<file path="src/rtl/pcicsr_pkg.sv">
package pcicsr_pkg;

  // configuration byte offsets of the 16-bit registers
  localparam logic [7:0]  OFF_DEVICE_IDENTIFICATION     = 8'h02;
  localparam logic [7:0]  OFF_COMMAND       = 8'h04;
  localparam logic [7:0]  OFF_STATUS        = 8'h06;

  // dword index of each configuration word
  localparam logic [5:0]  DW_ID             = 6'(OFF_DEVICE_IDENTIFICATION >> 2);
  localparam logic [5:0]  DW_CMD_STS        = 6'(OFF_COMMAND >> 2);

  // command register bit positions
  localparam int          CMD_IO_BIT        = 0;
  localparam int          CMD_MEM_BIT       = 1;
  localparam int          CMD_MASTER_BIT    = 2;
  localparam int          CMD_SPECIAL_BIT   = 3;
  localparam int          CMD_MWI_BIT       = 4;
  localparam int          CMD_PALETTE_BIT   = 5;
  localparam int          CMD_PERR_BIT      = 6;
  localparam int          CMD_STEP_BIT      = 7;
  localparam int          CMD_SERR_BIT      = 8;
  localparam int          CMD_FBB_BIT       = 9;

  // status register bit positions
  localparam int          STS_MASTER_DATA_PARITY_FLAG_BIT   = 8;
  localparam int          STS_TABORT_S_BIT  = 11;
  localparam int          STS_TABORT_R_BIT  = 12;
  localparam int          STS_GOT_MASTER_ABORT_BIT    = 13;
  localparam int          STS_SYSERR_BIT    = 14;
  localparam int          STS_PARERR_BIT    = 15;

  localparam logic [15:0] CMD_RESET         = 16'h0000;
  localparam logic [15:0] CMD_WRITE_MASK    = 16'h0156;
  localparam logic [15:0] STS_RESET         = 16'h0210;
  localparam logic [15:0] STS_FIXED         = 16'h0210;
  localparam logic [15:0] STS_RCU_MASK      = 16'hf900;

  // bus command codes for master writes
  localparam logic [3:0]  BUS_CMD_MEM_WRITE = 4'h7;
  localparam logic [3:0]  BUS_CMD_MWI       = 4'hf;

endpackage : pcicsr_pkg

</file>
<file path="src/rtl/pcicsr_flags.sv">
`timescale 1ns/1ps

module pcicsr_flags
(
  input  wire logic        clk,      // clock
  input  wire logic        rst_b,    // sync reset, active low
  input  wire logic        ce,       // clock enable
  input  wire logic [15:0] set_evt,  // hardware set events
  input  wire logic [15:0] clr_w1c,  // write-one-to-clear strobes
  output logic      [15:0] flags     // sticky flag vector
);

  typedef struct packed
  {
    logic [15:0] flag;
  } pcicsr_flags_type;

  pcicsr_flags_type state;
  pcicsr_flags_type next_state;
  logic [15:0]      next_bit;

  genvar b;
  generate
    for (b = 0; b < 16; b++)
    begin : g_bit
      if (pcicsr_pkg::STS_RCU_MASK[b])
      begin : g_rcu
        // a set in the clearing cycle wins
        assign next_bit[b] = set_evt[b] | (state.flag[b] & ~clr_w1c[b]);
      end
      else
      begin : g_fixed
        assign next_bit[b] = pcicsr_pkg::STS_FIXED[b];
      end
    end
  endgenerate

  always_comb
  begin
    next_state = state;
    if (ce)
    begin
      next_state.flag = next_bit;
    end
  end

  always_ff @(posedge clk)
  begin
    if (!rst_b)
    begin
      state.flag <= pcicsr_pkg::STS_RESET;
    end
    else
    begin
      state <= next_state;
    end
  end

  assign flags = state.flag;

  a_flag_set_wins: assert property (@(posedge clk) disable iff (!rst_b)
    (ce && (set_evt & pcicsr_pkg::STS_RCU_MASK) != 16'h0000)
    |=> ((flags & $past(set_evt) & pcicsr_pkg::STS_RCU_MASK)
         == ($past(set_evt) & pcicsr_pkg::STS_RCU_MASK)))
    else $error("sticky flag lost a set event");

  a_flag_zero_keeps: assert property (@(posedge clk) disable iff (!rst_b)
    (ce && (clr_w1c & pcicsr_pkg::STS_RCU_MASK) == 16'h0000)
    |=> ((flags & $past(flags) & pcicsr_pkg::STS_RCU_MASK)
         == ($past(flags) & pcicsr_pkg::STS_RCU_MASK)))
    else $error("flag dropped without a clear");

endmodule : pcicsr_flags

</file>
<file path="src/rtl/pcicsr_top.sv">
`timescale 1ns/1ps

module pcicsr_top
#(
  parameter logic [15:0] DEVICE_IDENTIFICATION_CODE = 16'h5a01, // arbitrary value
  parameter logic [15:0] VENDOR_CODE    = 16'h5a00  // arbitrary value
)
(
  input  wire logic        clk,             // 100 MHz clock
  input  wire logic        rst_b,           // sync reset, active low
  input  wire logic        ce,              // clock enable
  input  wire logic        cfg_rd,          // config read strobe
  input  wire logic        cfg_wr,          // config write strobe
  input  wire logic [7:0]  cfg_addr,        // config byte address
  input  wire logic [3:0]  cfg_be,          // byte enables
  input  wire logic [31:0] cfg_wdata,       // config write data
  output logic      [31:0] cfg_rdata,       // config read data
  output logic             cfg_rvalid,      // read data valid pulse
  input  wire logic        mem_hit,         // memory cycle decoded
  output logic             mem_claim,       // claim memory cycle
  input  wire logic        io_hit,          // io cycle seen
  output logic             io_claim,        // claim io cycle
  input  wire logic        special_hit,     // special cycle seen
  output logic             special_claim,   // accept special cycle
  input  wire logic        mst_req,         // master wants the bus
  input  wire logic        mst_write,       // request is a write
  input  wire logic        mst_line_write,  // request is a full line
  output logic             mst_go,          // master start allowed
  output logic             mst_fast_b2b,    // fast back-to-back allowed
  output logic      [3:0]  mst_cmd,         // bus command for master
  input  wire logic        addr_detected_parity_error,    // address parity error seen
  input  wire logic        data_detected_parity_error,    // data parity error seen
  input  wire logic        perr_seen,       // parity error line asserted
  input  wire logic        mst_data_phase,  // we are master in data phase
  input  wire logic        perr_req,        // logic wants parity error
  input  wire logic        got_master_abort_evt,      // own cycle master aborted
  input  wire logic        tabort_rcv_evt,  // own cycle target aborted
  input  wire logic        tabort_snd_evt,  // we signalled target abort
  input  wire logic        perr_i,          // parity error pin in
  output logic             perr_o,          // parity error pin out
  output logic             perr_oe,         // parity error pin enable
  input  wire logic        serr_i,          // system error pin in
  output logic             serr_o,          // system error pin out
  output logic             serr_oe,         // system error pin enable
  output logic      [15:0] command_word,    // command register value
  output logic      [15:0] status_word      // status register value
);

  typedef struct packed
  {
    logic        system_error_driver_enable;
    logic        parity_error_response_enable;
    logic        write_invalidate_enable;
    logic        bus_initiator_enable;
    logic        memory_space_response_enable;
    logic [31:0] rdata;
    logic        rvalid;
    logic        serr_drive;
    logic        perr_drive;
  } pcicsr_top_type;

  pcicsr_top_type state;
  pcicsr_top_type next_state;

  logic [15:0] bus_command_control;
  logic [15:0] bus_error_status;
  logic [15:0] device_identification;
  logic [15:0] sts_set;
  logic [15:0] sts_clr;
  logic        cmd_sts_sel;
  logic        id_sel;
  logic        serr_fire;
  logic        perr_fire;

  assign device_identification = DEVICE_IDENTIFICATION_CODE;
  assign id_sel      = (cfg_addr[7:2] == pcicsr_pkg::DW_ID);
  assign cmd_sts_sel = (cfg_addr[7:2] == pcicsr_pkg::DW_CMD_STS);

  // only writable bits come from flops; the rest stay zero
  always_comb
  begin
    bus_command_control = pcicsr_pkg::CMD_RESET;
    bus_command_control[pcicsr_pkg::CMD_SERR_BIT]   = state.system_error_driver_enable;
    bus_command_control[pcicsr_pkg::CMD_PERR_BIT]   = state.parity_error_response_enable;
    bus_command_control[pcicsr_pkg::CMD_MWI_BIT]    = state.write_invalidate_enable;
    bus_command_control[pcicsr_pkg::CMD_MASTER_BIT] = state.bus_initiator_enable;
    bus_command_control[pcicsr_pkg::CMD_MEM_BIT]    = state.memory_space_response_enable;
  end

  assign serr_fire = addr_detected_parity_error & state.system_error_driver_enable;
  assign perr_fire = perr_req & state.parity_error_response_enable;

  // hardware events feeding the sticky status bits
  always_comb
  begin
    sts_set = 16'h0000;
    sts_set[pcicsr_pkg::STS_PARERR_BIT]   = addr_detected_parity_error | data_detected_parity_error;
    sts_set[pcicsr_pkg::STS_SYSERR_BIT]   = state.serr_drive &
                                            state.system_error_driver_enable;
    sts_set[pcicsr_pkg::STS_GOT_MASTER_ABORT_BIT]   = got_master_abort_evt;
    sts_set[pcicsr_pkg::STS_TABORT_R_BIT] = tabort_rcv_evt;
    sts_set[pcicsr_pkg::STS_TABORT_S_BIT] = tabort_snd_evt;
    sts_set[pcicsr_pkg::STS_MASTER_DATA_PARITY_FLAG_BIT]  = perr_seen & mst_data_phase &
                                            state.parity_error_response_enable;
  end

  // write one to clear, per byte lane of the upper half
  always_comb
  begin
    sts_clr = 16'h0000;
    if (cfg_wr && cmd_sts_sel)
    begin
      if (cfg_be[2])
      begin
        sts_clr[7:0] = cfg_wdata[23:16];
      end
      if (cfg_be[3])
      begin
        sts_clr[15:8] = cfg_wdata[31:24];
      end
    end
  end

  pcicsr_flags u_flags
  (
    .clk     (clk),
    .rst_b   (rst_b),
    .ce      (ce),
    .set_evt (sts_set),
    .clr_w1c (sts_clr),
    .flags   (bus_error_status)
  );

  always_comb
  begin
    next_state        = state;
    next_state.rvalid = 1'b0;
    if (ce)
    begin
      next_state.serr_drive = serr_fire;
      next_state.perr_drive = perr_fire;
      if (cfg_wr && cmd_sts_sel && cfg_be[0])
      begin
        // read-only bits of the low byte are dropped here
        next_state.parity_error_response_enable =
          cfg_wdata[pcicsr_pkg::CMD_PERR_BIT];
        next_state.write_invalidate_enable =
          cfg_wdata[pcicsr_pkg::CMD_MWI_BIT];
        next_state.bus_initiator_enable =
          cfg_wdata[pcicsr_pkg::CMD_MASTER_BIT];
        next_state.memory_space_response_enable =
          cfg_wdata[pcicsr_pkg::CMD_MEM_BIT];
      end
      if (cfg_wr && cmd_sts_sel && cfg_be[1])
      begin
        next_state.system_error_driver_enable =
          cfg_wdata[pcicsr_pkg::CMD_SERR_BIT];
      end
      if (cfg_rd)
      begin
        next_state.rvalid = 1'b1;
        if (id_sel)
        begin
          next_state.rdata = {device_identification, VENDOR_CODE};
        end
        else if (cmd_sts_sel)
        begin
          next_state.rdata = {bus_error_status, bus_command_control};
        end
        else
        begin
          next_state.rdata = 32'h0000_0000;
        end
      end
    end
    else
    begin
      next_state.rvalid = state.rvalid;
    end
  end

  always_ff @(posedge clk)
  begin
    if (!rst_b)
    begin
      state.system_error_driver_enable   <= pcicsr_pkg::CMD_RESET[pcicsr_pkg::CMD_SERR_BIT];
      state.parity_error_response_enable <= pcicsr_pkg::CMD_RESET[pcicsr_pkg::CMD_PERR_BIT];
      state.write_invalidate_enable      <= pcicsr_pkg::CMD_RESET[pcicsr_pkg::CMD_MWI_BIT];
      state.bus_initiator_enable         <= pcicsr_pkg::CMD_RESET[pcicsr_pkg::CMD_MASTER_BIT];
      state.memory_space_response_enable <= pcicsr_pkg::CMD_RESET[pcicsr_pkg::CMD_MEM_BIT];
      state.rdata                        <= 32'h0000_0000;
      state.rvalid                       <= 1'b0;
      state.serr_drive                   <= 1'b0;
      state.perr_drive                   <= 1'b0;
    end
    else
    begin
      state <= next_state;
    end
  end

  assign cfg_rdata     = state.rdata;
  assign cfg_rvalid    = state.rvalid & ce;
  assign mem_claim     = mem_hit & state.memory_space_response_enable;
  assign io_claim      = io_hit & bus_command_control[pcicsr_pkg::CMD_IO_BIT];
  assign special_claim = special_hit &
                         bus_command_control[pcicsr_pkg::CMD_SPECIAL_BIT];
  assign mst_go        = mst_req & state.bus_initiator_enable;
  assign mst_fast_b2b  = bus_command_control[pcicsr_pkg::CMD_FBB_BIT];
  assign mst_cmd       = (mst_write && mst_line_write && state.write_invalidate_enable)
                         ? pcicsr_pkg::BUS_CMD_MWI
                         : pcicsr_pkg::BUS_CMD_MEM_WRITE;
  // open-drain pins: drive low while enabled
  assign serr_o        = 1'b0;
  assign serr_oe       = state.serr_drive;
  assign perr_o        = 1'b0;
  assign perr_oe       = state.perr_drive;
  assign command_word  = bus_command_control;
  assign status_word   = bus_error_status;

  a_id_read_fixed: assert property (@(posedge clk) disable iff (!rst_b)
    (ce && cfg_rd && id_sel) |=> (cfg_rdata[31:16] == DEVICE_IDENTIFICATION_CODE))
    else $error("device_identification read wrong");

  a_cmd_ro_zero: assert property (@(posedge clk) disable iff (!rst_b)
    (command_word & ~pcicsr_pkg::CMD_WRITE_MASK) == 16'h0000)
    else $error("read-only command bit nonzero");

  a_no_fast_b2b: assert property (@(posedge clk) disable iff (!rst_b)
    !mst_fast_b2b && !command_word[pcicsr_pkg::CMD_FBB_BIT])
    else $error("fast back-to-back enabled");

  a_serr_gated: assert property (@(posedge clk) disable iff (!rst_b)
    serr_oe |-> ($past(ce) ? $past(addr_detected_parity_error && state.system_error_driver_enable)
                           : $past(serr_oe)))
    else $error("system error driven without enable");

  a_perr_gated: assert property (@(posedge clk) disable iff (!rst_b)
    perr_oe |-> ($past(ce) ? $past(perr_req && command_word[pcicsr_pkg::CMD_PERR_BIT])
                           : $past(perr_oe)))
    else $error("parity error driven without enable");

  a_mwi_select: assert property (@(posedge clk) disable iff (!rst_b)
    (mst_cmd == pcicsr_pkg::BUS_CMD_MWI)
    |-> (command_word[pcicsr_pkg::CMD_MWI_BIT] && mst_write))
    else $error("write-invalidate used while disabled");

  a_master_gate: assert property (@(posedge clk) disable iff (!rst_b)
    mst_go |-> (mst_req && command_word[pcicsr_pkg::CMD_MASTER_BIT]))
    else $error("master started while disabled");

  a_mem_gate: assert property (@(posedge clk) disable iff (!rst_b)
    mem_claim == (mem_hit && command_word[pcicsr_pkg::CMD_MEM_BIT]))
    else $error("memory claim mismatch");

  a_io_never: assert property (@(posedge clk) disable iff (!rst_b)
    !io_claim && !special_claim)
    else $error("io or special cycle claimed");

  a_parerr_sets: assert property (@(posedge clk) disable iff (!rst_b)
    (ce && (addr_detected_parity_error || data_detected_parity_error)) |=> status_word[pcicsr_pkg::STS_PARERR_BIT])
    else $error("parity error flag not set");

  a_syserr_follows: assert property (@(posedge clk) disable iff (!rst_b)
    (ce && serr_fire) ##1 (ce && command_word[pcicsr_pkg::CMD_SERR_BIT])
    |=> status_word[pcicsr_pkg::STS_SYSERR_BIT])
    else $error("system error flag not set");

  a_aborts_set: assert property (@(posedge clk) disable iff (!rst_b)
    (ce && (got_master_abort_evt || tabort_rcv_evt || tabort_snd_evt))
    |=> (({status_word[pcicsr_pkg::STS_GOT_MASTER_ABORT_BIT],
           status_word[pcicsr_pkg::STS_TABORT_R_BIT],
           status_word[pcicsr_pkg::STS_TABORT_S_BIT]}
          & $past({got_master_abort_evt, tabort_rcv_evt, tabort_snd_evt}))
         == $past({got_master_abort_evt, tabort_rcv_evt, tabort_snd_evt})))
    else $error("abort flags not set");

  a_master_data_parity_flag_cond: assert property (@(posedge clk) disable iff (!rst_b)
    $rose(status_word[pcicsr_pkg::STS_MASTER_DATA_PARITY_FLAG_BIT])
    |-> $past(perr_seen && mst_data_phase && command_word[pcicsr_pkg::CMD_PERR_BIT]))
    else $error("data parity flag set without cause");

  a_status_fixed: assert property (@(posedge clk) disable iff (!rst_b)
    (status_word & ~pcicsr_pkg::STS_RCU_MASK) == pcicsr_pkg::STS_FIXED)
    else $error("fixed status bits changed");

  c_mem_enable: cover property (@(posedge clk) disable iff (!rst_b)
    (cfg_wr && cmd_sts_sel && cfg_be[0] && cfg_wdata[pcicsr_pkg::CMD_MEM_BIT]) ##1 mem_claim);
  c_w1c_clear: cover property (@(posedge clk) disable iff (!rst_b)
    status_word[pcicsr_pkg::STS_GOT_MASTER_ABORT_BIT] ##1 !status_word[pcicsr_pkg::STS_GOT_MASTER_ABORT_BIT]);
  c_serr_drive: cover property (@(posedge clk) disable iff (!rst_b) serr_oe);
  c_mwi_used: cover property (@(posedge clk) disable iff (!rst_b)
    mst_go && mst_cmd == pcicsr_pkg::BUS_CMD_MWI);

endmodule : pcicsr_top

</file>
<file path="config.mk">
export PLATFORM = sky130hd
export DESIGN_NAME = pcicsr_top
export DESIGN_NICKNAME = d
export VERILOG_FILES = /design/src/rtl/pcicsr_pkg.sv /design/src/rtl/pcicsr_flags.sv /design/src/rtl/pcicsr_top.sv
export SDC_FILE = /design/constraint.sdc
export NUM_CORES = 1
export LEC_CHECK = 0
export ABC_AREA = 1
export BUFFER_PORTS_ARGS = -buffer_cell sky130_fd_sc_hd__buf_2
export CORE_ASPECT_RATIO = 0.75
export CORE_MARGIN = 5
export CORE_UTILIZATION = 35
export CTS_BUF_LIST = sky130_fd_sc_hd__clkbuf_4
export CTS_CLUSTER_DIAMETER = 120
export DETAILED_ROUTE_END_ITERATION = 7
export PLACE_DENSITY_LB_ADDON = 0.25
export SLEW_MARGIN = 20
export SYNTH_ARGS = -nofsm -noshare
export SYNTH_HDL_FRONTEND = slang
export SYNTH_SLANG_ARGS = --single-unit
</file>
<file path="constraint.sdc">
create_clock -name clk -period 0.9 [get_ports clk]
set_clock_uncertainty 0.1 [all_clocks]
set_input_delay 0.09 -clock clk [delete_from_list [all_inputs] [get_ports clk]]
set_output_delay 0.09 -clock clk [all_outputs]
set_load 0.005 [all_outputs]
</file>
==> flow_summary.json, run 1 <==
{
  "status": "complete, but fails checks",
  "violations": "setup timing",
  "syn-cell-area_um2": 1670,
  "port_buffers": 71,
  "nFillCells": 457,
  "sw_frac_of_total_pct": 26.6,
  "drv_slew": 0,
  "synth_top_area_share_pct": 33.5,
  "path_clk_slew_ns": 0.15,
  "pin_count": 143,
  "critical_path_class": "reg2out",
  "syn_inst": 230,
  "grt-ovfl-total": 0,
  "std_cell_rows": 21,
  "grt_pass1_vias": 1435,
  "stdcell_area_um2": 2350,
  "die_w_um": 89.9,
  "wl_per_cell_um": 11.3,
  "rsz0062_at_grt": "yes",
  "area.growth.synth_to_final_pct": 40.7,
  "insertion_delay_ns": 0.33,
  "core_area_um2": 4550,
  "total_power_uw": 2200,
  "postRouteAntennaNets": 0,
  "min_period_ns": 1.12,
  "dp.cells": 343,
  "drive_above_1_share_pct": 45.3,
  "antenna_cells": 0,
  "seq_power_share_pct": 57.4,
  "cts_tree": "yes",
  "p_switching_uw": 586,
  "synth_area_leaders": "dfxtp_1 33%, buf_4 30%, nand2_1 10%, a21oi_1 8.1%, nand3_1 5.1%",
  "report.final.setup_viol": 37,
  "initial_utilization_pct": 36.8,
  "irDropWorstVdd_v": 0.000502,
  "worstPathRequired_ns": 0.71,
  "drt_first_pass_iters": 5,
  "nets": 386,
  "worstPathArrival_ns": 0.93,
  "cp_max_fo": 3,
  "timing.final.crit_share_pct": 124,
  "gp_congestion": 0.740,
  "drt_iter0_drc": 70,
  "synth_warnings": 0,
  "place_ws_ns": -0.243,
  "hold_viol_final": 0,
  "p_leak_uw": 0.00118,
  "placed_cell_area_um2": 1850,
  "min_path_type": "in2reg",
  "die-area_um2": 6280,
  "timing.fmax_mhz": 895,
  "yosysTopAreaCell": "dfxtp_1",
  "pwr-share-comb_pct": 18.4,
  "grt_max_degree": 17,
  "timing.final.ws_setup_ns": -0.217,
  "synth_area_per_cell_um2": 7.28,
  "vias": 1547,
  "synth_seq_area_share_pct": 33.5,
  "clock_power_share_pct": 24.2,
  "die_y_um": 69.9,
  "final_cell_count_no_fill": 377,
  "grt_pass1_wl_mm": 6.62,
  "htree_levels": 1,
  "viasPerCell": 4.10,
  "intPower_uw": 1620,
  "p_per_area_nw_per_um2": 936,
  "cap_viol_max_count": 0,
  "hpwl_mm": 3.22,
  "cp-start-kind": "flip-flop",
  "yosysUniqueCellTypes": 22,
  "grt_usage_pct": 12.5,
  "routed_wl_mm": 4.25,
  "drc": 0,
  "antenna_found_initial": 0,
  "cts_inserted_buffers": 3,
  "worstSetupEndpointType": "output pin",
  "cts_root_buf": "clkbuf_4",
  "clockBufferDepth": 2,
  "synth-seq-cells": 28,
  "cts.sinks": 28
}
==> layer usage <==
metal  vias to the layer above  share of wire [%]  global-route usage [%]
met1                       690                 45                    16.3
met5                         -                  0                       0
met2                        54                 48                    21.8
li1                        803                  -                       -
met3                         0                7.8                    3.97
met4                         0                  0                       0
==> flip-flops by register name, summed over array words and instances, names as in the netlist <==
name           count
perr_oe            1
state              1
u_flags.flags      6
serr_oe            1
cfg_rdata         14
command_word       5
==> cell type report <==
type / count / area, µm² / share of cell area, %
clock buffer: 3 / 22.5 / 0.956
clock inverter: 1 / 3.75 / 0.159
inverter: 17 / 63.8 / 2.71
multi-input combinational: 155 / 709 / 30.1
sequential: 28 / 601 / 25.5
tap: 57 / 71.3 / 3.03
timing repair buffer: 116 / 883 / 37.5
==> power by group through the flow <==
stage / registers (µW) / clock network, µW / logic, µW
3_5_place_dp: 1300 / 0 / 302
2_1_floorplan: 1290 / 0 / 275
6_report: 1260 / 534 / 405
4_1_cts: 1260 / 574 / 382
5_1_grt: 1270 / 618 / 451
3_3_place_gp: 1300 / 0 / 301
==> layout by cell type, fill, tap and decap left out, types with 14 or more instances in the layout <==
master / n
a21oi_1: 23
buf_2: 49
buf_6: 26
dfxtp_2: 26
conb_1: 43
buf_4: 26
nand2_1: 45
nand3_1: 16
dlygate4sd3_1: 15
inv_1: 14
==> Yosys cell counts, drive strengths merged <==
master	instances
buf	69
nand2	47
dfxtp	28
a21oi	27
nand3	17
inv	15
nor2	13
o211ai	3
clkbuf	2
clkinv	2
conb	2
a22oi	1
and3	1
nand3b	1
nand4	1
o21ai	1
==> through the flow <==
stage | utilization [%] | setup TNS, ns | hold WS [ns]
global route | 51.8 | -5.59 | 0.0376
finish | 51.8 | -3.62 | 0.0300
CTS | 48.4 | -4.25 | 0.0127
detailed placement | 40.8 | -4.81 | 0.246
global placement | 40.8 | -4.75 | 0.245
floorplan | - | 0 | 0.111
==> worst max-delay path, cell delays in order (launching register included) <==
cell     delay (ns)
dfxtp_2        0.35
and3_1         0.13
buf_2          0.12
==> kinds of logic after synthesis <==
| family | after synthesis | share of synthesized area (%) |
|---|---|---|
| simple gates | 80 | 20.8 |
| buf+inv | 88 | 35.1 |
| compound gates | 32 | 10.2 |
| flops | 28 | 33.5 |
| other cells | 2 | 0.449 |
==> repair_timing <==
action	in CTS	in global routing
setup buffers	13	2
hold endpoints to repair	12	0
gates resized for setup	35	26
setup endpoints to repair	36	41
hold buffers	15	0
pin swaps	4	8
==> path summary, 6_finish.rpt <==
check,start,depth (start not counted),slack (ns),end
worst max-delay path,command_word[4],2,-0.22,mst_cmd[3]
worst min register to register,cfg_rdata[28],2,0.37,cfg_rdata[28]
worst max register to register,u_flags.flags[12],3,-0.03,cfg_rdata[28]
worst min-delay path,cfg_wdata[29],6,0.03,u_flags.flags[13]
Power figures use the tool's default switching activity.
==> run 2: changes to the inputs <==
==> constraint.sdc (replaced) <==
create_clock -name clk -period 0.9 [get_ports clk]
set_clock_uncertainty 0.1 [all_clocks]
set_input_delay 0.09 -clock clk [delete_from_list [all_inputs] [get_ports clk]]
set_output_delay 0.09 -clock clk [all_outputs]
set_load 0.01 [all_outputs]
==> flow_summary.json, run 2 (same netlist as run 1, synthesis figures left out) <==
{
  "status": "complete, but fails checks",
  "violations": "setup timing",
  "hold_start": "cfg_wdata[29]",
  "die-area_um2": 6280,
  "cts_inserted_buffers": 3,
  "timing.fmax_mhz": 892,
  "path_clk_slew_ns": 0.15,
  "worstPathRequired_ns": 0.71,
  "cap_viol_max_count": 0,
  "hpwl_mm": 3.22,
  "timing.final.ws_setup_ns": -0.221,
  "final_common_cell": "nand2_1",
  "dp.cells": 343,
  "drt_iter0_drc": 52,
  "wl_per_cell_um": 11.6,
  "timing.reg2reg.setup_slack_ns": -0.03,
  "drc": 0,
  "grt-ovfl-total": 0,
  "irDropWorstVdd_v": 0.000515,
  "drive_above_1_share_pct": 46.7,
  "worstSetupEndpointType": "output pin",
  "rsz0062_at_grt": "yes",
  "final_cell_count_no_fill": 378,
  "reg2reg_from": "u_flags.flags[12]",
  "reg2reg_depth": 3,
  "min_path_type": "in2reg",
  "clockBufferDepth": 2,
  "viasPerCell": 4.16,
  "antenna_cells": 0,
  "cts.sinks": 28,
  "port_buffers": 71,
  "placed_cell_area_um2": 1850,
  "grt_max_degree": 17,
  "grt_usage_pct": 12.9,
  "nFillCells": 444,
  "initial_utilization_pct": 36.8,
  "hold_viol_final": 0,
  "timing.final.crit_share_pct": 125,
  "drt_first_pass_iters": 4,
  "final_util_pct": 53.8,
  "place_ws_ns": -0.243,
  "cts_tree": "yes",
  "worstPathArrival_ns": 0.93,
  "drv_slew": 0,
  "insertion_delay_ns": 0.33,
  "regArea_um2": 601,
  "multi_input_area_um2": 724,
  "p_leak_uw": 0.00120,
  "vias": 1573,
  "min_period_ns": 1.12,
  "critical_path_class": "reg2out",
  "cp_max_fo": 2,
  "stdcell_area_um2": 2440,
  "pin_count": 143,
  "reg2reg_to": "cfg_rdata[28]",
  "routed_wl_mm": 4.37,
  "std_cell_rows": 21,
  "report.final.setup_viol": 37,
  "postRouteAntennaNets": 0,
  "cts_root_buf": "clkbuf_4",
  "holdPathStages": 6,
  "grt_pass1_vias": 1453,
  "core_area_um2": 4550,
  "gp_congestion": 0.740,
  "die_w_um": 89.9,
  "largest_reg_flops": 14,
  "cp-start-kind": "flip-flop",
  "p_per_area_nw_per_um2": 922,
  "whs_endpoint": "u_flags.flags[13]",
  "antenna_found_initial": 0,
  "htree_levels": 1,
  "nets": 387,
  "area.growth.synth_to_final_pct": 46.0,
  "layout_common_cells": "44 x nand2_1, 43 x conb_1, 39 x buf_2",
  "die_y_um": 69.9,
  "hold_slack_ns": 0.0325,
  "grt_pass1_wl_mm": 6.76
}
run 2: cell count changes in the layout (fill, tap and decap cells not counted), sizes merged:
cell / change
buf: +1
run 2: repair_timing:
action	in CTS	in global routing
pin swaps	4	8
resized for setup	63	14
hold buffers	15	0
setup endpoints to repair	36	47
endpoints found under the hold margin	12	0
setup buffers	15	1
run 2: through the flow:
step | total power (µW) | TNS (ns)
global route | 2390 | -5.97
finish | 2250 | -3.90
floorplan | 1620 | 0
CTS | 2270 | -4.66
detailed placement | 1640 | -4.81
global placement | 1640 | -4.75
run 2: where the power goes:
| part | switching (µW) | internal (µW) | total [µW] |
|---|---|---|---|
| Sequential | 12.3 | 1250 | 1260 |
| Clock | 370 | 163 | 533 |
| Combinational | 251 | 205 | 455 |
| Total | 633 | 1620 | 2250 |
run 2: layer usage:
metal  global-route usage (%)  part of all wire [%]
met5                        0                     0
met4                        0                     0
met3                     4.08                   7.7
met2                     22.8                    49
met1                     16.4                    43
run 2: critical path, stage by stage (launching register included):
cell and delay (ns):
dfxtp_2 0.35, and3_1 0.13, buf_2 0.13
run 2: layout make-up:
| class | instances | area share, % |
|---|---|---|
| clock buffer | 3 | 0.922 |
| timing repair buffer | 117 | 39.2 |
| multi-input combinational | 155 | 29.6 |
| clock inverter | 1 | 0.154 |
| tap | 57 | 2.92 |
| sequential | 28 | 24.6 |
| inverter | 17 | 2.61 |
run 2: worst max-delay path by stage:
stage,startpoint,end,cells past startpoint
2_1_floorplan,cfg_addr[5],u_flags.flags[13],7
3_3_place_gp,cfg_addr[7],u_flags.flags[15],8
3_5_place_dp,cfg_addr[7],u_flags.flags[8],8
4_1_cts,command_word[4],mst_cmd[3],2
5_1_grt,command_word[1],mem_claim,3
6_report,command_word[4],mst_cmd[3],2
==> run 3: changes to the inputs <==
--- a/config.mk
+++ b/config.mk
@@ -7,9 +7,11 @@
 export LEC_CHECK = 0
 export ABC_AREA = 1
 export BUFFER_PORTS_ARGS = -buffer_cell sky130_fd_sc_hd__buf_2
+export CELL_PAD_IN_SITES_DETAIL_PLACEMENT = 2
+export CELL_PAD_IN_SITES_GLOBAL_PLACEMENT = 2
 export CORE_ASPECT_RATIO = 0.75
 export CORE_MARGIN = 5
-export CORE_UTILIZATION = 35
+export CORE_UTILIZATION = 17
 export CTS_BUF_LIST = sky130_fd_sc_hd__clkbuf_4
 export CTS_CLUSTER_DIAMETER = 120
 export DETAILED_ROUTE_END_ITERATION = 7
==> flow_summary.json, run 3 (same netlist as run 1, synthesis figures left out) <==
{
  "cts_inserted_buffers": 3,
  "nFillCells": 1164,
  "htree_levels": 1,
  "hpwl_mm": 4.66,
  "nets": 385,
  "viasPerCell": 3.56,
  "cts_tree": "yes",
  "grt-ovfl-total": 0,
  "timing.final.ws_setup_ns": -0.284,
  "worstPathRequired_ns": 0.71,
  "cp_max_fo": 3,
  "rsz0062_at_grt": "yes",
  "min_period_ns": 1.18,
  "die_y_um": 95.9,
  "largest_reg_flops": 14,
  "cts.sinks": 28,
  "report.final.setup_viol": 39,
  "path_clk_slew_ns": 0.16,
  "drt_iter0_drc": 35,
  "layout_common_cells": "43 x conb_1, 42 x nand2_1, 42 x buf_6",
  "cap_viol_max_count": 0,
  "p_per_area_nw_per_um2": 978,
  "irDropWorstVdd_v": 0.000638,
  "violations": "setup timing",
  "grt_max_degree": 28,
  "clockBufferDepth": 2,
  "antenna_found_initial": 0,
  "pin_count": 143,
  "drc": 0,
  "dp.cells": 417,
  "cts_root_buf": "clkbuf_4",
  "std_cell_rows": 31,
  "final_common_cell": "conb_1",
  "wl_per_cell_um": 13.6,
  "postRouteAntennaNets": 0,
  "final_cell_count_no_fill": 451,
  "die_w_um": 125,
  "hold_slack_ns": 0.0251,
  "drt_first_pass_iters": 4,
  "gp_congestion": 0.678,
  "routed_wl_mm": 6.14,
  "grt_pass1_wl_mm": 9.62,
  "grt_usage_pct": 10.1,
  "initial_utilization_pct": 17.4,
  "antenna_cells": 0,
  "port_buffers": 71,
  "min_path_type": "in2reg",
  "die-area_um2": 12000,
  "worstPathArrival_ns": 0.99,
  "area.growth.synth_to_final_pct": 59.3,
  "worstSetupEndpointType": "output pin",
  "core_area_um2": 9620,
  "drv_slew": 0,
  "critical_path_class": "reg2out",
  "grt_pass1_vias": 1863,
  "vias": 1604,
  "p_leak_uw": 0.00120,
  "hold_viol_final": 0,
  "cp-start-kind": "flip-flop",
  "timing.final.crit_share_pct": 132,
  "insertion_delay_ns": 0.35,
  "timing.fmax_mhz": 844,
  "drive_above_1_share_pct": 52.4,
  "status": "complete, but fails checks"
}
[run 3: cell types whose count changed in the layout (fill, tap and decap cells not counted), moves of 4 or more]
cell     previous run  this run
a21oi_1            21        16
a21oi_2             6        11
buf_4              26        21
buf_6              37        42
dfxtp_2            26        22
dfxtp_4             2         6
nand3_1            15         9
nand3_2             2         8
[run 3: layer usage]
layer | vias to the layer above | share of wire, % | global-route usage [%]
met3 | 2 | 4.9 | 2.50
met4 | 0 | 0.68 | 1.64
met5 | - | 0 | 0
met2 | 57 | 46 | 17.2
li1 | 793 | - | -
met1 | 752 | 48 | 13.2
[run 3: worst max-delay path: stages (launching register included)]
cell and delay (ns):
dfxtp_4 0.39, and3_4 0.17, buf_6 0.10
[run 3: path summary, 6_finish.rpt]
kind	start	slack [ns]	to	cells after the start
max	command_word[4]	-0.28	mst_cmd[3]	2
min	cfg_wdata[27]	0.03	u_flags.flags[11]	6
max reg2reg	u_flags.flags[11]	-0.06	cfg_rdata[27]	3
min reg2reg	cfg_rdata[27]	0.38	cfg_rdata[27]	2
[run 3: power by group]
part	switching (µW)	internal, µW
registers	15.0	1240
logic	272	210
clock network	418	451
total	705	1900
[run 3: layout make-up]
class | count | area [µm²] | share of cell area (%)
well taps | 132 | 165 | 6.19
multi-input cells | 155 | 783 | 29.4
inverters | 17 | 63.8 | 2.39
clock buffers | 3 | 22.5 | 0.845
repair buffers | 115 | 991 | 37.2
clock inverters | 1 | 30.0 | 1.13
flip-flops and latches | 28 | 611 | 22.9
[run 3: timing repair]
| item | 4_1_cts | 5_1_grt |
|---|---|---|
| setup buffers | 15 | 3 |
| endpoints found under the setup margin | 38 | 51 |
| gates resized for setup | 73 | 34 |
| pin swaps | 5 | 13 |
| gates cloned | 0 | 0 |
| hold buffers | 14 | 0 |
| endpoints found under the hold margin | 12 | 0 |
[run 3: per-stage QoR]
step	total power, µW	TNS [ns]	setup slack [ns]	util [%]	cell area [µm²]
floorplan	1620	0	0.00110	-	1840
global placement	1660	-4.19	-0.223	20.4	1960
detailed placement	1670	-5.05	-0.304	20.4	1960
CTS	2620	-5.40	-0.302	26.4	2540
global route	2750	-6.95	-0.337	27.7	2670
finish	2610	-5.05	-0.284	27.7	2670
